## src/crg_pkg.sv

```systemverilog
// Shared constants and types for the register file and guard block.
package crg_pkg;
    localparam int GPR_NUM = 32;
    localparam int IDX_W = 5;
    localparam logic [4:0] PTR_BASE = 5'h1a;
    localparam logic [1:0] PTR_Z = 2'h2;
    localparam logic [7:0] IO_CCP = 8'h04;
    localparam logic [7:0] IO_TEMP = 8'h08;
    localparam logic [7:0] IO_SP_LO = 8'h0d;
    localparam logic [7:0] IO_SP_HI = 8'h0e;
    localparam logic [7:0] IO_FLAGS = 8'h0f;
    localparam logic [7:0] SIG_IO = 8'hd8;
    localparam logic [7:0] SIG_SPM = 8'h9d;
    localparam logic [2:0] WIN_INSTR = 3'h4;
    localparam int FLAG_IE = 7;
    localparam logic [15:0] SP_RESET = 16'hffff;
    // APB byte offsets of the controller registers.
    localparam logic [7:0] A_OPER = 8'h00;
    localparam logic [7:0] A_WDATA = 8'h04;
    localparam logic [7:0] A_PTR = 8'h08;
    localparam logic [7:0] A_IO = 8'h0c;
    localparam logic [7:0] A_EVT = 8'h10;
    localparam logic [7:0] A_GO = 8'h14;
    localparam logic [7:0] A_BP = 8'h18;
    localparam logic [7:0] A_DBGEN = 8'h1c;
    localparam logic [7:0] A_RES0 = 8'h20;
    localparam logic [7:0] A_RES1 = 8'h24;
    localparam int GO_REG = 0;
    localparam int GO_PTR = 1;
    localparam int GO_IO = 2;
    localparam int GO_EVT = 3;
    localparam int ST_PROT = 26;
    localparam int ST_NVM = 27;
    localparam int ST_IRQ = 28;
    localparam int ST_HALT = 29;
    localparam int ST_LATE = 30;
    typedef enum logic [1:0] {
        CRG_PTR_PLAIN,
        CRG_PTR_DISP,
        CRG_PTR_POSTINC,
        CRG_PTR_PREDEC
    } crg_ptr_mode_t;
    typedef struct packed {
        logic [15:0] value;
        logic [7:0] temp;
    } crg_wide_st_t;
    typedef struct packed {
        logic [GPR_NUM-1:0][7:0] gpr;
        logic [7:0] flags;
        logic io_unl;
        logic spm_unl;
        logic [2:0] cnt;
        logic [7:0] rd_a;
        logic [7:0] rd_b;
        logic [15:0] rd_w;
        logic [15:0] ptr_addr;
        logic [7:0] io_rdata;
        logic prot_wr_ok;
        logic nvm_ok;
        logic irq_take;
        logic dbg_halt;
    } crg_dev_st_t;
endpackage

```

## src/crg_link_if.sv

```systemverilog
// Link between the CPU decoder end and the register file end.
`timescale 1ns/10ps
interface crg_link_if;
    logic [4:0] rd_a_idx;
    logic [4:0] rd_b_idx;
    logic wr_en;
    logic wr_wide;
    logic [4:0] wr_idx;
    logic [15:0] wr_data;
    logic ptr_req;
    logic [1:0] ptr_sel;
    logic [1:0] ptr_mode;
    logic [5:0] ptr_disp;
    logic ptr_zonly;
    logic io_wr;
    logic io_rd;
    logic [7:0] io_addr;
    logic [7:0] io_wdata;
    logic instr_done;
    logic dmem_write;
    logic nvm_access;
    logic sleep_exec;
    logic irq_req;
    logic [15:0] pc;
    logic pc_valid;
    logic cof;
    logic brk;
    logic [15:0] bp0;
    logic [15:0] bp1;
    logic [3:0] dbg_en;
    logic [7:0] rd_a;
    logic [7:0] rd_b;
    logic [15:0] rd_w;
    logic [15:0] ptr_addr;
    logic [7:0] io_rdata;
    logic io_unlock;
    logic spm_unlock;
    logic prot_wr_ok;
    logic nvm_ok;
    logic irq_take;
    logic dbg_halt;
    modport dev (
        input rd_a_idx, rd_b_idx, wr_en, wr_wide, wr_idx, wr_data, ptr_req, ptr_sel,
        input ptr_mode, ptr_disp, ptr_zonly, io_wr, io_rd, io_addr, io_wdata,
        input instr_done, dmem_write, nvm_access, sleep_exec, irq_req, pc, pc_valid,
        input cof, brk, bp0, bp1, dbg_en,
        output rd_a, rd_b, rd_w, ptr_addr, io_rdata, io_unlock, spm_unlock,
        output prot_wr_ok, nvm_ok, irq_take, dbg_halt
    );
    modport host (
        output rd_a_idx, rd_b_idx, wr_en, wr_wide, wr_idx, wr_data, ptr_req, ptr_sel,
        output ptr_mode, ptr_disp, ptr_zonly, io_wr, io_rd, io_addr, io_wdata,
        output instr_done, dmem_write, nvm_access, sleep_exec, irq_req, pc, pc_valid,
        output cof, brk, bp0, bp1, dbg_en,
        input rd_a, rd_b, rd_w, ptr_addr, io_rdata, io_unlock, spm_unlock,
        input prot_wr_ok, nvm_ok, irq_take, dbg_halt
    );
endinterface

```

## src/crg_wide16.sv

```systemverilog
// Sixteen-bit register reached byte-wise through a temporary byte.
`timescale 1ns/10ps
module crg_wide16 #(
    parameter logic [15:0] RESET_VAL = crg_pkg::SP_RESET
) (
    // Clock and reset.
    input wire logic pclk,
    input wire logic presetn,
    // Byte access strobes.
    input wire logic wr_lo,
    input wire logic wr_hi,
    input wire logic wr_tmp,
    input wire logic rd_lo,
    input wire logic [7:0] wdata,
    // Contents.
    output logic [15:0] value,
    output logic [7:0] temp
);
    import crg_pkg::*;
    crg_wide_st_t s;
    crg_wide_st_t n;
    always_comb begin
        n = s;
        if (wr_lo) begin
            n.temp = wdata;
        end
        if (wr_hi) begin
            n.value = {wdata, s.temp};
        end
        if (rd_lo) begin
            n.temp = s.value[15:8];
        end
        if (wr_tmp) begin
            n.temp = wdata;
        end
    end
    always_ff @(posedge pclk or negedge presetn) begin
        if (!presetn) begin
            s <= '{value: RESET_VAL, temp: 8'h00};
        end else begin
            s <= n;
        end
    end
    assign value = s.value;
    assign temp = s.temp;
endmodule // crg_wide16

```

## src/crg_regfile_dev.sv

```systemverilog
// Register file, pointer pairs, wide access and change guard of the CPU.
`timescale 1ns/10ps
module crg_regfile_dev (
    // Clock and reset.
    input wire logic pclk,
    input wire logic presetn,
    // Link to the CPU decoder.
    crg_link_if.dev link
);
    import crg_pkg::*;
    crg_dev_st_t s;
    crg_dev_st_t n;
    logic [15:0] sp_value;
    logic [7:0] sp_temp;
    logic sp_wr_lo;
    logic sp_wr_hi;
    logic tmp_wr;
    logic sp_rd_lo;
    logic [4:0] p_lo;
    logic [4:0] p_hi;
    logic [4:0] a_even;
    logic [4:0] w_hi;
    logic [15:0] p_val;
    logic [15:0] p_next;
    logic [1:0] p_sel;
    logic sig_wr;
    logic win_open;
    logic bp_hit;

    assign sp_wr_lo = link.io_wr && (link.io_addr == IO_SP_LO);
    assign sp_wr_hi = link.io_wr && (link.io_addr == IO_SP_HI);
    assign tmp_wr = link.io_wr && (link.io_addr == IO_TEMP);
    assign sp_rd_lo = link.io_rd && (link.io_addr == IO_SP_LO);

    crg_wide16 #(
        .RESET_VAL(SP_RESET)
    ) u_sp (
        .pclk(pclk),
        .presetn(presetn),
        .wr_lo(sp_wr_lo),
        .wr_hi(sp_wr_hi),
        .wr_tmp(tmp_wr),
        .rd_lo(sp_rd_lo),
        .wdata(link.io_wdata),
        .value(sp_value),
        .temp(sp_temp)
    );

    always_comb begin
        n = s;
        n.rd_a = s.gpr[link.rd_a_idx];
        n.rd_b = s.gpr[link.rd_b_idx];
        a_even = {link.rd_a_idx[4:1], 1'b0};
        n.rd_w = {s.gpr[a_even | 5'h01], s.gpr[a_even]};
        w_hi = link.wr_idx | 5'h01;
        if (link.wr_en && link.wr_wide) begin
            n.gpr[{link.wr_idx[4:1], 1'b0}] = link.wr_data[7:0];
            n.gpr[w_hi] = link.wr_data[15:8];
        end else if (link.wr_en) begin
            n.gpr[link.wr_idx] = link.wr_data[7:0];
        end
        // program load forced onto highest pair.
        p_sel = link.ptr_zonly ? PTR_Z : link.ptr_sel;
        p_lo = 5'(PTR_BASE + {2'h0, p_sel, 1'b0});
        p_hi = p_lo | 5'h01;
        p_val = {s.gpr[p_hi], s.gpr[p_lo]};
        p_next = p_val;
        unique case (crg_ptr_mode_t'(link.ptr_mode))
            CRG_PTR_PLAIN: begin
                n.ptr_addr = p_val;
            end
            CRG_PTR_DISP: begin
                n.ptr_addr = 16'(p_val + {10'h000, link.ptr_disp});
            end
            CRG_PTR_POSTINC: begin
                n.ptr_addr = p_val;
                p_next = 16'(p_val + 16'h0001);
            end
            CRG_PTR_PREDEC: begin
                p_next = 16'(p_val - 16'h0001);
                n.ptr_addr = p_next;
            end
        endcase
        if (!link.ptr_req) begin
            n.ptr_addr = s.ptr_addr;
        end else begin
            n.gpr[p_lo] = p_next[7:0];
            n.gpr[p_hi] = p_next[15:8];
        end
        // I/O map holds no working register.
        n.io_rdata = s.io_rdata;
        if (link.io_rd) begin
            unique case (link.io_addr)
                IO_CCP: n.io_rdata = {6'h00, s.spm_unl, s.io_unl};
                IO_SP_LO: n.io_rdata = sp_value[7:0];
                IO_SP_HI: n.io_rdata = sp_temp;
                IO_TEMP: n.io_rdata = sp_temp;
                IO_FLAGS: n.io_rdata = s.flags;
                default: n.io_rdata = 8'h00;
            endcase
        end
        if (link.io_wr && (link.io_addr == IO_FLAGS)) begin
            n.flags = link.io_wdata;
        end
        sig_wr = link.io_wr && (link.io_addr == IO_CCP);
        n.prot_wr_ok = link.io_wr && !sig_wr && s.io_unl;
        n.nvm_ok = link.nvm_access && s.spm_unl;
        if (link.instr_done && (s.io_unl || s.spm_unl)) begin
            n.cnt = 3'(s.cnt + 3'h1);
            if (n.cnt >= WIN_INSTR) begin
                n.io_unl = 1'b0;
                n.spm_unl = 1'b0;
            end
        end
        if ((link.io_wr && !sig_wr) || link.dmem_write || link.nvm_access
                || link.sleep_exec) begin
            n.io_unl = 1'b0;
        end
        if (link.nvm_access || link.sleep_exec) begin
            n.spm_unl = 1'b0;
        end
        if (sig_wr && (link.io_wdata == SIG_IO)) begin
            n.io_unl = 1'b1;
            n.spm_unl = 1'b0;
            n.cnt = 3'h0;
        end else if (sig_wr && (link.io_wdata == SIG_SPM)) begin
            n.spm_unl = 1'b1;
            n.io_unl = 1'b0;
            n.cnt = 3'h0;
        end
        win_open = s.io_unl || s.spm_unl;
        n.irq_take = link.irq_req && s.flags[FLAG_IE] && !win_open;
        bp_hit = (link.dbg_en[0] && (link.pc == link.bp0))
            || (link.dbg_en[1] && (link.pc == link.bp1))
            || (link.dbg_en[2] && link.cof)
            || link.brk;
        n.dbg_halt = (link.pc_valid && bp_hit) || (link.dbg_en[3] && n.irq_take);
    end

    always_ff @(posedge pclk or negedge presetn) begin
        if (!presetn) begin
            s <= '0;
        end else begin
            s <= n;
        end
    end

    assign link.rd_a = s.rd_a;
    assign link.rd_b = s.rd_b;
    assign link.rd_w = s.rd_w;
    assign link.ptr_addr = s.ptr_addr;
    assign link.io_rdata = s.io_rdata;
    assign link.io_unlock = s.io_unl;
    assign link.spm_unlock = s.spm_unl;
    assign link.prot_wr_ok = s.prot_wr_ok;
    assign link.nvm_ok = s.nvm_ok;
    assign link.irq_take = s.irq_take;
    assign link.dbg_halt = s.dbg_halt;
endmodule // crg_regfile_dev

```

## src/flat_wrapper.sv

```systemverilog
// flat-port wrapper written by rule: the top's interface ports become plain ports
module crg_regfile_dev_flat import crg_pkg::*;
  (pclk, presetn, link_rd_a_idx, link_rd_b_idx, link_wr_en, link_wr_wide, link_wr_idx, link_wr_data, link_ptr_req, link_ptr_sel, link_ptr_mode, link_ptr_disp, link_ptr_zonly, link_io_wr, link_io_rd, link_io_addr, link_io_wdata, link_instr_done, link_dmem_write, link_nvm_access, link_sleep_exec, link_irq_req, link_pc, link_pc_valid, link_cof, link_brk, link_bp0, link_bp1, link_dbg_en, link_rd_a, link_rd_b, link_rd_w, link_ptr_addr, link_io_rdata, link_io_unlock, link_spm_unlock, link_prot_wr_ok, link_nvm_ok, link_irq_take, link_dbg_halt);
  crg_link_if link_i ();
  input wire logic pclk;
  input wire logic presetn;
  input wire logic [$bits(link_i.rd_a_idx)-1:0] link_rd_a_idx;
  input wire logic [$bits(link_i.rd_b_idx)-1:0] link_rd_b_idx;
  input wire logic [$bits(link_i.wr_en)-1:0] link_wr_en;
  input wire logic [$bits(link_i.wr_wide)-1:0] link_wr_wide;
  input wire logic [$bits(link_i.wr_idx)-1:0] link_wr_idx;
  input wire logic [$bits(link_i.wr_data)-1:0] link_wr_data;
  input wire logic [$bits(link_i.ptr_req)-1:0] link_ptr_req;
  input wire logic [$bits(link_i.ptr_sel)-1:0] link_ptr_sel;
  input wire logic [$bits(link_i.ptr_mode)-1:0] link_ptr_mode;
  input wire logic [$bits(link_i.ptr_disp)-1:0] link_ptr_disp;
  input wire logic [$bits(link_i.ptr_zonly)-1:0] link_ptr_zonly;
  input wire logic [$bits(link_i.io_wr)-1:0] link_io_wr;
  input wire logic [$bits(link_i.io_rd)-1:0] link_io_rd;
  input wire logic [$bits(link_i.io_addr)-1:0] link_io_addr;
  input wire logic [$bits(link_i.io_wdata)-1:0] link_io_wdata;
  input wire logic [$bits(link_i.instr_done)-1:0] link_instr_done;
  input wire logic [$bits(link_i.dmem_write)-1:0] link_dmem_write;
  input wire logic [$bits(link_i.nvm_access)-1:0] link_nvm_access;
  input wire logic [$bits(link_i.sleep_exec)-1:0] link_sleep_exec;
  input wire logic [$bits(link_i.irq_req)-1:0] link_irq_req;
  input wire logic [$bits(link_i.pc)-1:0] link_pc;
  input wire logic [$bits(link_i.pc_valid)-1:0] link_pc_valid;
  input wire logic [$bits(link_i.cof)-1:0] link_cof;
  input wire logic [$bits(link_i.brk)-1:0] link_brk;
  input wire logic [$bits(link_i.bp0)-1:0] link_bp0;
  input wire logic [$bits(link_i.bp1)-1:0] link_bp1;
  input wire logic [$bits(link_i.dbg_en)-1:0] link_dbg_en;
  output wire logic [$bits(link_i.rd_a)-1:0] link_rd_a;
  output wire logic [$bits(link_i.rd_b)-1:0] link_rd_b;
  output wire logic [$bits(link_i.rd_w)-1:0] link_rd_w;
  output wire logic [$bits(link_i.ptr_addr)-1:0] link_ptr_addr;
  output wire logic [$bits(link_i.io_rdata)-1:0] link_io_rdata;
  output wire logic [$bits(link_i.io_unlock)-1:0] link_io_unlock;
  output wire logic [$bits(link_i.spm_unlock)-1:0] link_spm_unlock;
  output wire logic [$bits(link_i.prot_wr_ok)-1:0] link_prot_wr_ok;
  output wire logic [$bits(link_i.nvm_ok)-1:0] link_nvm_ok;
  output wire logic [$bits(link_i.irq_take)-1:0] link_irq_take;
  output wire logic [$bits(link_i.dbg_halt)-1:0] link_dbg_halt;
  assign link_i.rd_a_idx = link_rd_a_idx;
  assign link_i.rd_b_idx = link_rd_b_idx;
  assign link_i.wr_en = link_wr_en;
  assign link_i.wr_wide = link_wr_wide;
  assign link_i.wr_idx = link_wr_idx;
  assign link_i.wr_data = link_wr_data;
  assign link_i.ptr_req = link_ptr_req;
  assign link_i.ptr_sel = link_ptr_sel;
  assign link_i.ptr_mode = link_ptr_mode;
  assign link_i.ptr_disp = link_ptr_disp;
  assign link_i.ptr_zonly = link_ptr_zonly;
  assign link_i.io_wr = link_io_wr;
  assign link_i.io_rd = link_io_rd;
  assign link_i.io_addr = link_io_addr;
  assign link_i.io_wdata = link_io_wdata;
  assign link_i.instr_done = link_instr_done;
  assign link_i.dmem_write = link_dmem_write;
  assign link_i.nvm_access = link_nvm_access;
  assign link_i.sleep_exec = link_sleep_exec;
  assign link_i.irq_req = link_irq_req;
  assign link_i.pc = link_pc;
  assign link_i.pc_valid = link_pc_valid;
  assign link_i.cof = link_cof;
  assign link_i.brk = link_brk;
  assign link_i.bp0 = link_bp0;
  assign link_i.bp1 = link_bp1;
  assign link_i.dbg_en = link_dbg_en;
  assign link_rd_a = link_i.rd_a;
  assign link_rd_b = link_i.rd_b;
  assign link_rd_w = link_i.rd_w;
  assign link_ptr_addr = link_i.ptr_addr;
  assign link_io_rdata = link_i.io_rdata;
  assign link_io_unlock = link_i.io_unlock;
  assign link_spm_unlock = link_i.spm_unlock;
  assign link_prot_wr_ok = link_i.prot_wr_ok;
  assign link_nvm_ok = link_i.nvm_ok;
  assign link_irq_take = link_i.irq_take;
  assign link_dbg_halt = link_i.dbg_halt;
  crg_regfile_dev u_core (.pclk(pclk), .presetn(presetn), .link(link_i));
endmodule
```

## config.mk

```make
export PLATFORM = sky130hd
export DESIGN_NAME = crg_regfile_dev_flat
export DESIGN_NICKNAME = d
export VERILOG_FILES = /design/src/crg_pkg.sv /design/src/crg_link_if.sv /design/src/crg_wide16.sv /design/src/crg_regfile_dev.sv /design/src/flat_wrapper.sv
export SDC_FILE = /design/constraint.sdc
export NUM_CORES = 1
export LEC_CHECK = 0
export BUFFER_PORTS_ARGS = -buffer_cell sky130_fd_sc_hd__buf_4
export CORE_MARGIN = 2
export CORE_UTILIZATION = 66
export DETAILED_ROUTE_END_ITERATION = 7
export HOLD_SLACK_MARGIN = 0.12
export PLACE_DENSITY = 0.84
export SLEW_MARGIN = 10
export SYNTH_ARGS = -nofsm -noshare
export SYNTH_HDL_FRONTEND = slang
export SYNTH_SLANG_ARGS = --single-unit
```

## constraint.sdc

```tcl
create_clock -name pclk -period 6.1 [get_ports pclk]
set_input_delay 1.22 -clock pclk [delete_from_list [all_inputs] [get_ports pclk]]
set_output_delay 1.22 -clock pclk [all_outputs]
set_load 0.005 [all_outputs]
```

# Yosys cells after proc, flatten, opt, wreduce, memory -nomap -nowiden
# Cells that the tools add are included.
[op_classes]
n_reduce_logical = 47
n_lt_le_gt_ge = 15
muxes = 43
n_addsub = 5
eq_ne = 12
[op_table]
columns = ["cell", "n"]
rows = [
  ["$bwmux W256", 5],
  ["$mux W256", 3],
  ["$bmux W8 S5", 3],
  ["$mux W8", 14],
  ["$bmux W8 S4", 3],
  ["$demux W8 S4", 3],
  ["$demux W8 S5", 2],
  ["$lt A5 B6 Y1 const B", 9],
  ["$pmux W16 S3", 1],
  ["$eq A16 B16 Y1", 2],
  ["$eq A8 B4 Y1 const B", 4],
  ["$pmux W16 S2", 1],
  ["$pmux W8 S4", 1],
  ["$ge A5 B1 Y1 const B", 5],
  ["$logic_and A1 B1 Y1", 25],
  ["$add A16 B1 Y16 const B", 1],
  ["$add A16 B6 Y16", 1],
  ["$eq A8 B8 Y1 const B", 2],
  ["$reduce_bool A4 Y1", 4],
  ["$sub A16 B1 Y16 const B", 1],
  ["$mux W5", 3],
  ["$logic_or A1 B1 Y1", 9],
  ["$eq A8 B3 Y1 const B", 1],
  ["$reduce_bool A3 Y1", 2],
  ["other kinds (11)", 17],
]
[totals]
wordCells = 169
out_inout_bits = 62
ff_bits = 353
input_bits = 125

# Longest topological paths before layout
[logic_depth]
ltp_word = 10
mapped_depth = 19
depth_no_buf = 15

# By module
# From an unflattened synthesis, not the netlist that was laid out.
[hier_totals]
cells_unflattened = 1819
area_unflattened_um2 = 22579.2
[by_module_without_submodules]
columns = ["mod", "seq_area_each_um2", "n_inst", "cells_each", "area_each_um2"]
rows = [
  ["crg_regfile_dev", 8232.9, 1, 1737, 21424.3],
  ["crg_wide16", 620.6, 1, 82, 1154.9],
]

# Worst setup path after synthesis
# Ideal clock, no wire load.
[synth_timing]
kind = "input to register"
from = "in link_ptr_sel[0]"
to = "reg u_core.s, in the netlist u_core.link.ptr_addr[14]"
t_required_ps = 5951
setup_time_ps = 149
n_path_buf = 3
cell_stages = 18
t_arrival_ps = 4775
path_slack_ps = 1176
cell_sequence = "nor2b_4 -> buf_6 -> buf_6 -> ha_1 -> clkbuf_1 -> mux4_2 -> mux2i_4 -> inv_4 -> ha_1 -> fa_1 -> a21o_1 -> a21oi_1 -> nor2b_1 -> o21ai_0 -> a21oi_1 -> a22oi_1 -> mux2i_1 -> o311ai_0"
[synth_between]
elab_chain_len = 6
word_cells_on_any_way = 9
[synth_rtl]
columns = ["element", "line", "rtl"]
rows = [
  ["from (decl)", "flat_wrapper.sv:14", "input wire logic [$bits(link_i.ptr_sel)-1:0] link_ptr_sel;"],
  ["$mux W2 *", "crg_regfile_dev.sv:63", "p_sel = link.ptr_zonly ? PTR_Z : link.ptr_sel;"],
  ["$add A4 B4 Y5 *", "crg_regfile_dev.sv:64", "p_lo = 5'(PTR_BASE + {2'h0, p_sel, 1'b0});"],
  ["$bmux W8 S5 or $bmux W8 S4 (tied branches)", "crg_regfile_dev.sv:66", "p_val = {s.gpr[p_hi], s.gpr[p_lo]};"],
  ["$mux W8 (implied by the code)", "crg_regfile_dev.sv:66", ""],
  ["$sub A16 B1 Y16 or $add A16 B6 Y16 (tied branches)", "crg_regfile_dev.sv:80, crg_regfile_dev.sv:73", ""],
  ["$pmux W16 S3 *", "crg_regfile_dev.sv:68", "unique case (crg_ptr_mode_t'(link.ptr_mode))"],
  ["to (signal assigned)", "crg_regfile_dev.sv:144", "s <= n;"],
  ["to (decl)", "crg_regfile_dev.sv:11", "crg_dev_st_t s;"],
]
# Mark *: on every way between the ends. The rest lies on a longest branch, timed or not. The select of a mux whose other input is x is not followed.
# A chain may end at the register's enable or synchronous reset.

==> impl_metrics.json <==
{
  "portion_of_netlist_area_occupied_by_mux_cells_pct": 32.3,
  "sequential_cell_area_um2": 8850,
  "clock_latency_on_the_worst_skew_pair_ns": 0.56,
  "tritoncts.num_buffers": 39,
  "commonest_non_fill_non_tap_cell_in_the_layout": "sky130_fd_sc_hd__dfrtp_1",
  "post_layout_nonfiller_instances": 2396,
  "stdcell_area_um2": 25300,
  "global_route.usage.total_pct": 43.4,
  "initial_drc_count": 2711,
  "cell_internal_pwr_w": 0.00622,
  "synth.cell_area_um2": 22900,
  "postRouteWirelength_um": 77000,
  "gr-total-overflow": 0,
  "startpoint_type": "input port",
  "die_area_um2": 36200,
  "synth_fa_ha_area_share_pct": 1.02,
  "power.switching_fraction_pct": 36.4,
  "power.switching_w": 0.00356,
  "synth_simple_gate_area_share_pct": 7.91,
  "synth.ff_latch_count": 353,
  "clk_transition_reported_paths_ns": 0.06,
  "count_of_endpoints_failing_hold_in_the_final_timing_report": 0,
  "setup_tns_ns": 0,
  "postSynthAreaPerCell_um2": 12.2,
  "hold_end": "u_core.link.ptr_addr[2]$_DFFE_PN0P_",
  "synth.lib_cells_used.distinct": 77,
  "reg2reg_from": "u_core.s[89]$_DFF_PN0_",
  "power_density_nw_per_um2": 386,
  "post_route_cells_drive_above_1_share_pct": 35.5,
  "min_period_over_period_pct": 82.2,
  "cts-htree-levels": 2,
  "ant_nets": 0,
  "post_cts_resized": 0,
  "clock_skew_ns": 0.0249,
  "chipWidth_um": 190,
  "synth-edff-count": 0,
  "cap_viol_max_count": 0,
  "top_achievable_clock_speed_mhz": 199,
  "nFillCells": 2218,
  "worst-setup-path-type": "in -> reg",
  "r2r-end": "u_core.link.ptr_addr[14]$_DFFE_PN0P_",
  "postCtsSetupBuffers": 0,
  "routed_wire_length_per_instance_um": 32.2,
  "static_power_due_to_leakage_nw": 10.4,
  "via_count": 18800,
  "leading_cell_types_in_the_layout_fill_and_taps_excluded": "337 x sky130_fd_sc_hd__dfrtp_1, 214 x sky130_fd_sc_hd__mux4_2, 205 x sky130_fd_sc_hd__buf_4, 135 x sky130_fd_sc_hd__mux2_2, 111 x sky130_fd_sc_hd__nand2_1",
  "synth.yosys.seq_area_share_pct": 38.7,
  "cp-end-kind": "flip-flop",
  "gp_routability_congestion": 0.991,
  "hpwlAfterDp_um": 52400,
  "crit_required_ns": 6.50,
  "cts_sinks": 353,
  "post_synth_xor_area_fraction_pct": 2.49,
  "hold-path-cell-count": 1,
  "die-height_um": 190,
  "vdd_ir_drop_max_uv": 338,
  "routed_via_density": 7.85,
  "initial_core_utilization_pct": 66.6,
  "cp_max_fo": 23,
  "min_from": "u_core.link.ptr_addr[2]$_DFFE_PN0P_",
  "grt_setup_unrepaired": "no",
  "drt-pass1-iter-count": 6,
  "rows": 68,
  "maxSlewHeadroom_pct": 11.6,
  "main_combinational_cell_family_by_area_after_synthesis": "multiplexers",
  "power.share.sequential_pct": 38.7,
  "tightest_slew_ns": 1.32,
  "io_pins": 187,
  "status": "completed",
  "grt_pass1_wl_um": 115000,
  "cts_tree": "built",
  "area_growth_pct": 10.6,
  "synthCells": 1872,
  "yosysWarningCount": 0,
  "critPathArrivalTime_ns": 5.41,
  "place_area_um2": 24000,
  "cts_root_buf": "sky130_fd_sc_hd__clkbuf_16",
  "initial_antenna_violation_count": 0,
  "vias_in_the_first_global_route": 18400,
  "worstRegToRegCells": 13,
  "fp.coreArea_um2": 34400,
  "timing.final.setup_violations": 0,
  "grt_max_degree": 124,
  "placement.io_buffers": 186,
  "design.final.nets": 2054,
  "remaining_drc_errors": 0,
  "final_max_slew_viol_count": 0,
  "clockPowerShare_pct": 25.2,
  "async_reset_ff_share_pct": 100,
  "cts_hold_repair.buffers": 0,
  "synth_compound_gate_area_share_pct": 12.5,
  "antennaDiodeCount": 0,
  "clockBufferDepth": 3,
  "multi_input_comb_area_um2": 12900,
  "dp.cells": 2325,
  "synth_flop_cell": "sky130_fd_sc_hd__dfrtp_1",
  "timing.final.crit_period_ns": 5.01,
  "hold_path.class": "reg -> reg",
  "timing.reg2reg.setup_slack_ns": 2.25,
  "post_synthesis_net_count": 2015,
  "power_frac_comb_pct": 36.1
}
## power by group through the flow
stage          Clock, W  Sequential (W)  Combinational (W)
3_5_place_dp          0         0.00375            0.00341
6_report        0.00247         0.00379            0.00353
4_1_cts         0.00246         0.00372            0.00345
5_1_grt         0.00257         0.00382            0.00371
2_1_floorplan         0         0.00342            0.00260
3_3_place_gp          0         0.00370            0.00332
## worst max-delay path by stage
stage	startpoint	cells past startpoint	slack [ns]	endpoint
2_1_floorplan	link_ptr_sel[0]	18	1.18	u_core.link.ptr_addr[14]$_DFFE_PN0P_
3_3_place_gp	link_ptr_zonly	16	0.77	u_core.link.ptr_addr[15]$_DFFE_PN0P_
3_5_place_dp	link_ptr_zonly	16	0.62	u_core.link.ptr_addr[14]$_DFFE_PN0P_
4_1_cts	link_ptr_zonly	16	1.17	u_core.link.ptr_addr[14]$_DFFE_PN0P_
5_1_grt	link_ptr_zonly	14	0.82	u_core.s[111]$_DFF_PN0_
6_report	link_ptr_zonly	14	1.09	u_core.s[127]$_DFF_PN0_
## stage by stage
stage / setup WS (ns) / power, W / hold slack, ns / utilization [%]
6_report: 1.09 / 0.00978 / 0.501 / 73.7
5_1_grt: 0.818 / 0.0101 / 0.526 / 73.7
4_1_cts: 1.17 / 0.00963 / 0.502 / 73.7
3_5_place_dp: 0.616 / 0.00716 / 0.476 / 69.9
3_3_place_gp: 0.774 / 0.00701 / 0.471 / 69.9
2_1_floorplan: 1.18 / 0.00602 / 0.453 / -
## cells in the mapped netlist (7+ instances only)
master	count	area share [%]
sky130_fd_sc_hd__dfrtp_1	337	37
sky130_fd_sc_hd__mux4_2	214	21
sky130_fd_sc_hd__mux2_2	135	6.6
sky130_fd_sc_hd__clkbuf_1	114	1.9
sky130_fd_sc_hd__nand2_1	111	1.8
sky130_fd_sc_hd__mux2i_1	81	3.5
sky130_fd_sc_hd__o21ai_0	81	1.8
sky130_fd_sc_hd__nor2_1	76	1.2
sky130_fd_sc_hd__o22a_1	70	2.7
sky130_fd_sc_hd__buf_4	61	2.0
sky130_fd_sc_hd__a21oi_1	54	1.2
sky130_fd_sc_hd__o221ai_1	47	1.8
sky130_fd_sc_hd__xnor2_1	44	1.7
sky130_fd_sc_hd__nand3_1	31	0.68
sky130_fd_sc_hd__nand4_1	28	0.76
sky130_fd_sc_hd__o21ai_1	28	0.61
sky130_fd_sc_hd__o22ai_1	28	0.76
sky130_fd_sc_hd__buf_1	23	0.38
sky130_fd_sc_hd__inv_1	21	0.34
sky130_fd_sc_hd__and3_1	19	0.52
sky130_fd_sc_hd__ha_1	17	0.93
sky130_fd_sc_hd__dfstp_2	16	1.8
sky130_fd_sc_hd__nor3_1	16	0.35
sky130_fd_sc_hd__a221oi_1	13	0.50
sky130_fd_sc_hd__nor2b_1	13	0.36
sky130_fd_sc_hd__a22o_1	12	0.46
sky130_fd_sc_hd__nor4_1	12	0.33
sky130_fd_sc_hd__a31oi_1	11	0.30
sky130_fd_sc_hd__o311ai_0	11	0.42
sky130_fd_sc_hd__o31ai_1	10	0.33
sky130_fd_sc_hd__and2_1	9	0.25
sky130_fd_sc_hd__buf_2	9	0.20
sky130_fd_sc_hd__mux2i_4	9	0.89
sky130_fd_sc_hd__xor2_1	8	0.31
sky130_fd_sc_hd__a211oi_1	7	0.23
## registers in the layout, indices dropped and copies added (netlist names)
signal                  cells
u_core.link.nvm_ok          1
u_core.link.prot_wr_ok      1
u_core.u_sp.temp            8
u_core.link.io_rdata        8
u_core.u_sp.value          16
u_core.link.rd_a            8
u_core.link.rd_b            8
u_core.link.spm_unlock      1
u_core.s                  267
u_core.link.rd_w           16
u_core.link.ptr_addr       16
u_core.link.irq_take        1
u_core.link.dbg_halt        1
u_core.link.io_unlock       1
## final cells by class
type / count / area share, %
Clock inverter: 22 / 0.973
Inverter: 28 / 0.454
Tap cell: 455 / 2.25
Multi-Input combinational cell: 1280 / 50.8
Sequential cell: 353 / 34.9
Clock buffer: 49 / 4.24
Timing Repair Buffer: 209 / 6.34
## critical path, stage by stage
cell,delay (ns)
sky130_fd_sc_hd__buf_4,0.12
sky130_fd_sc_hd__nor2b_4,0.42
sky130_fd_sc_hd__ha_1,0.43
sky130_fd_sc_hd__buf_4,0.37
sky130_fd_sc_hd__mux4_2,0.39
sky130_fd_sc_hd__mux2i_4,0.35
sky130_fd_sc_hd__ha_1,0.30
sky130_fd_sc_hd__nand2_1,0.13
sky130_fd_sc_hd__inv_1,0.12
sky130_fd_sc_hd__nand4_1,0.22
sky130_fd_sc_hd__nor3_1,0.27
sky130_fd_sc_hd__nor2_1,0.09
sky130_fd_sc_hd__xnor2_1,0.72
sky130_fd_sc_hd__o21ai_0,0.24
## metal layers
| metal | vias to the layer above | global-route usage (%) | part of all wire, % |
|---|---|---|---|
| li1 | 7371 | - | - |
| met1 | 9306 | 57.0 | 35 |
| met2 | 1714 | 65.6 | 45 |
| met3 | 414 | 11.6 | 13 |
| met4 | 0 | 25.7 | 7.1 |
| met5 | - | 0 | 0 |
## cell families after synthesis
| family | count (synthesis) |
|---|---|
| AOI/OAI and AO/OA | 408 |
| xor gates and xnor gates | 59 |
| buffers and inverters | 239 |
| DFF | 353 |
| muxes | 442 |
| and+or+nand+nor | 353 |
| adders and majority gates | 18 |
No activity file was read; power rests on OpenSTA's default activity.
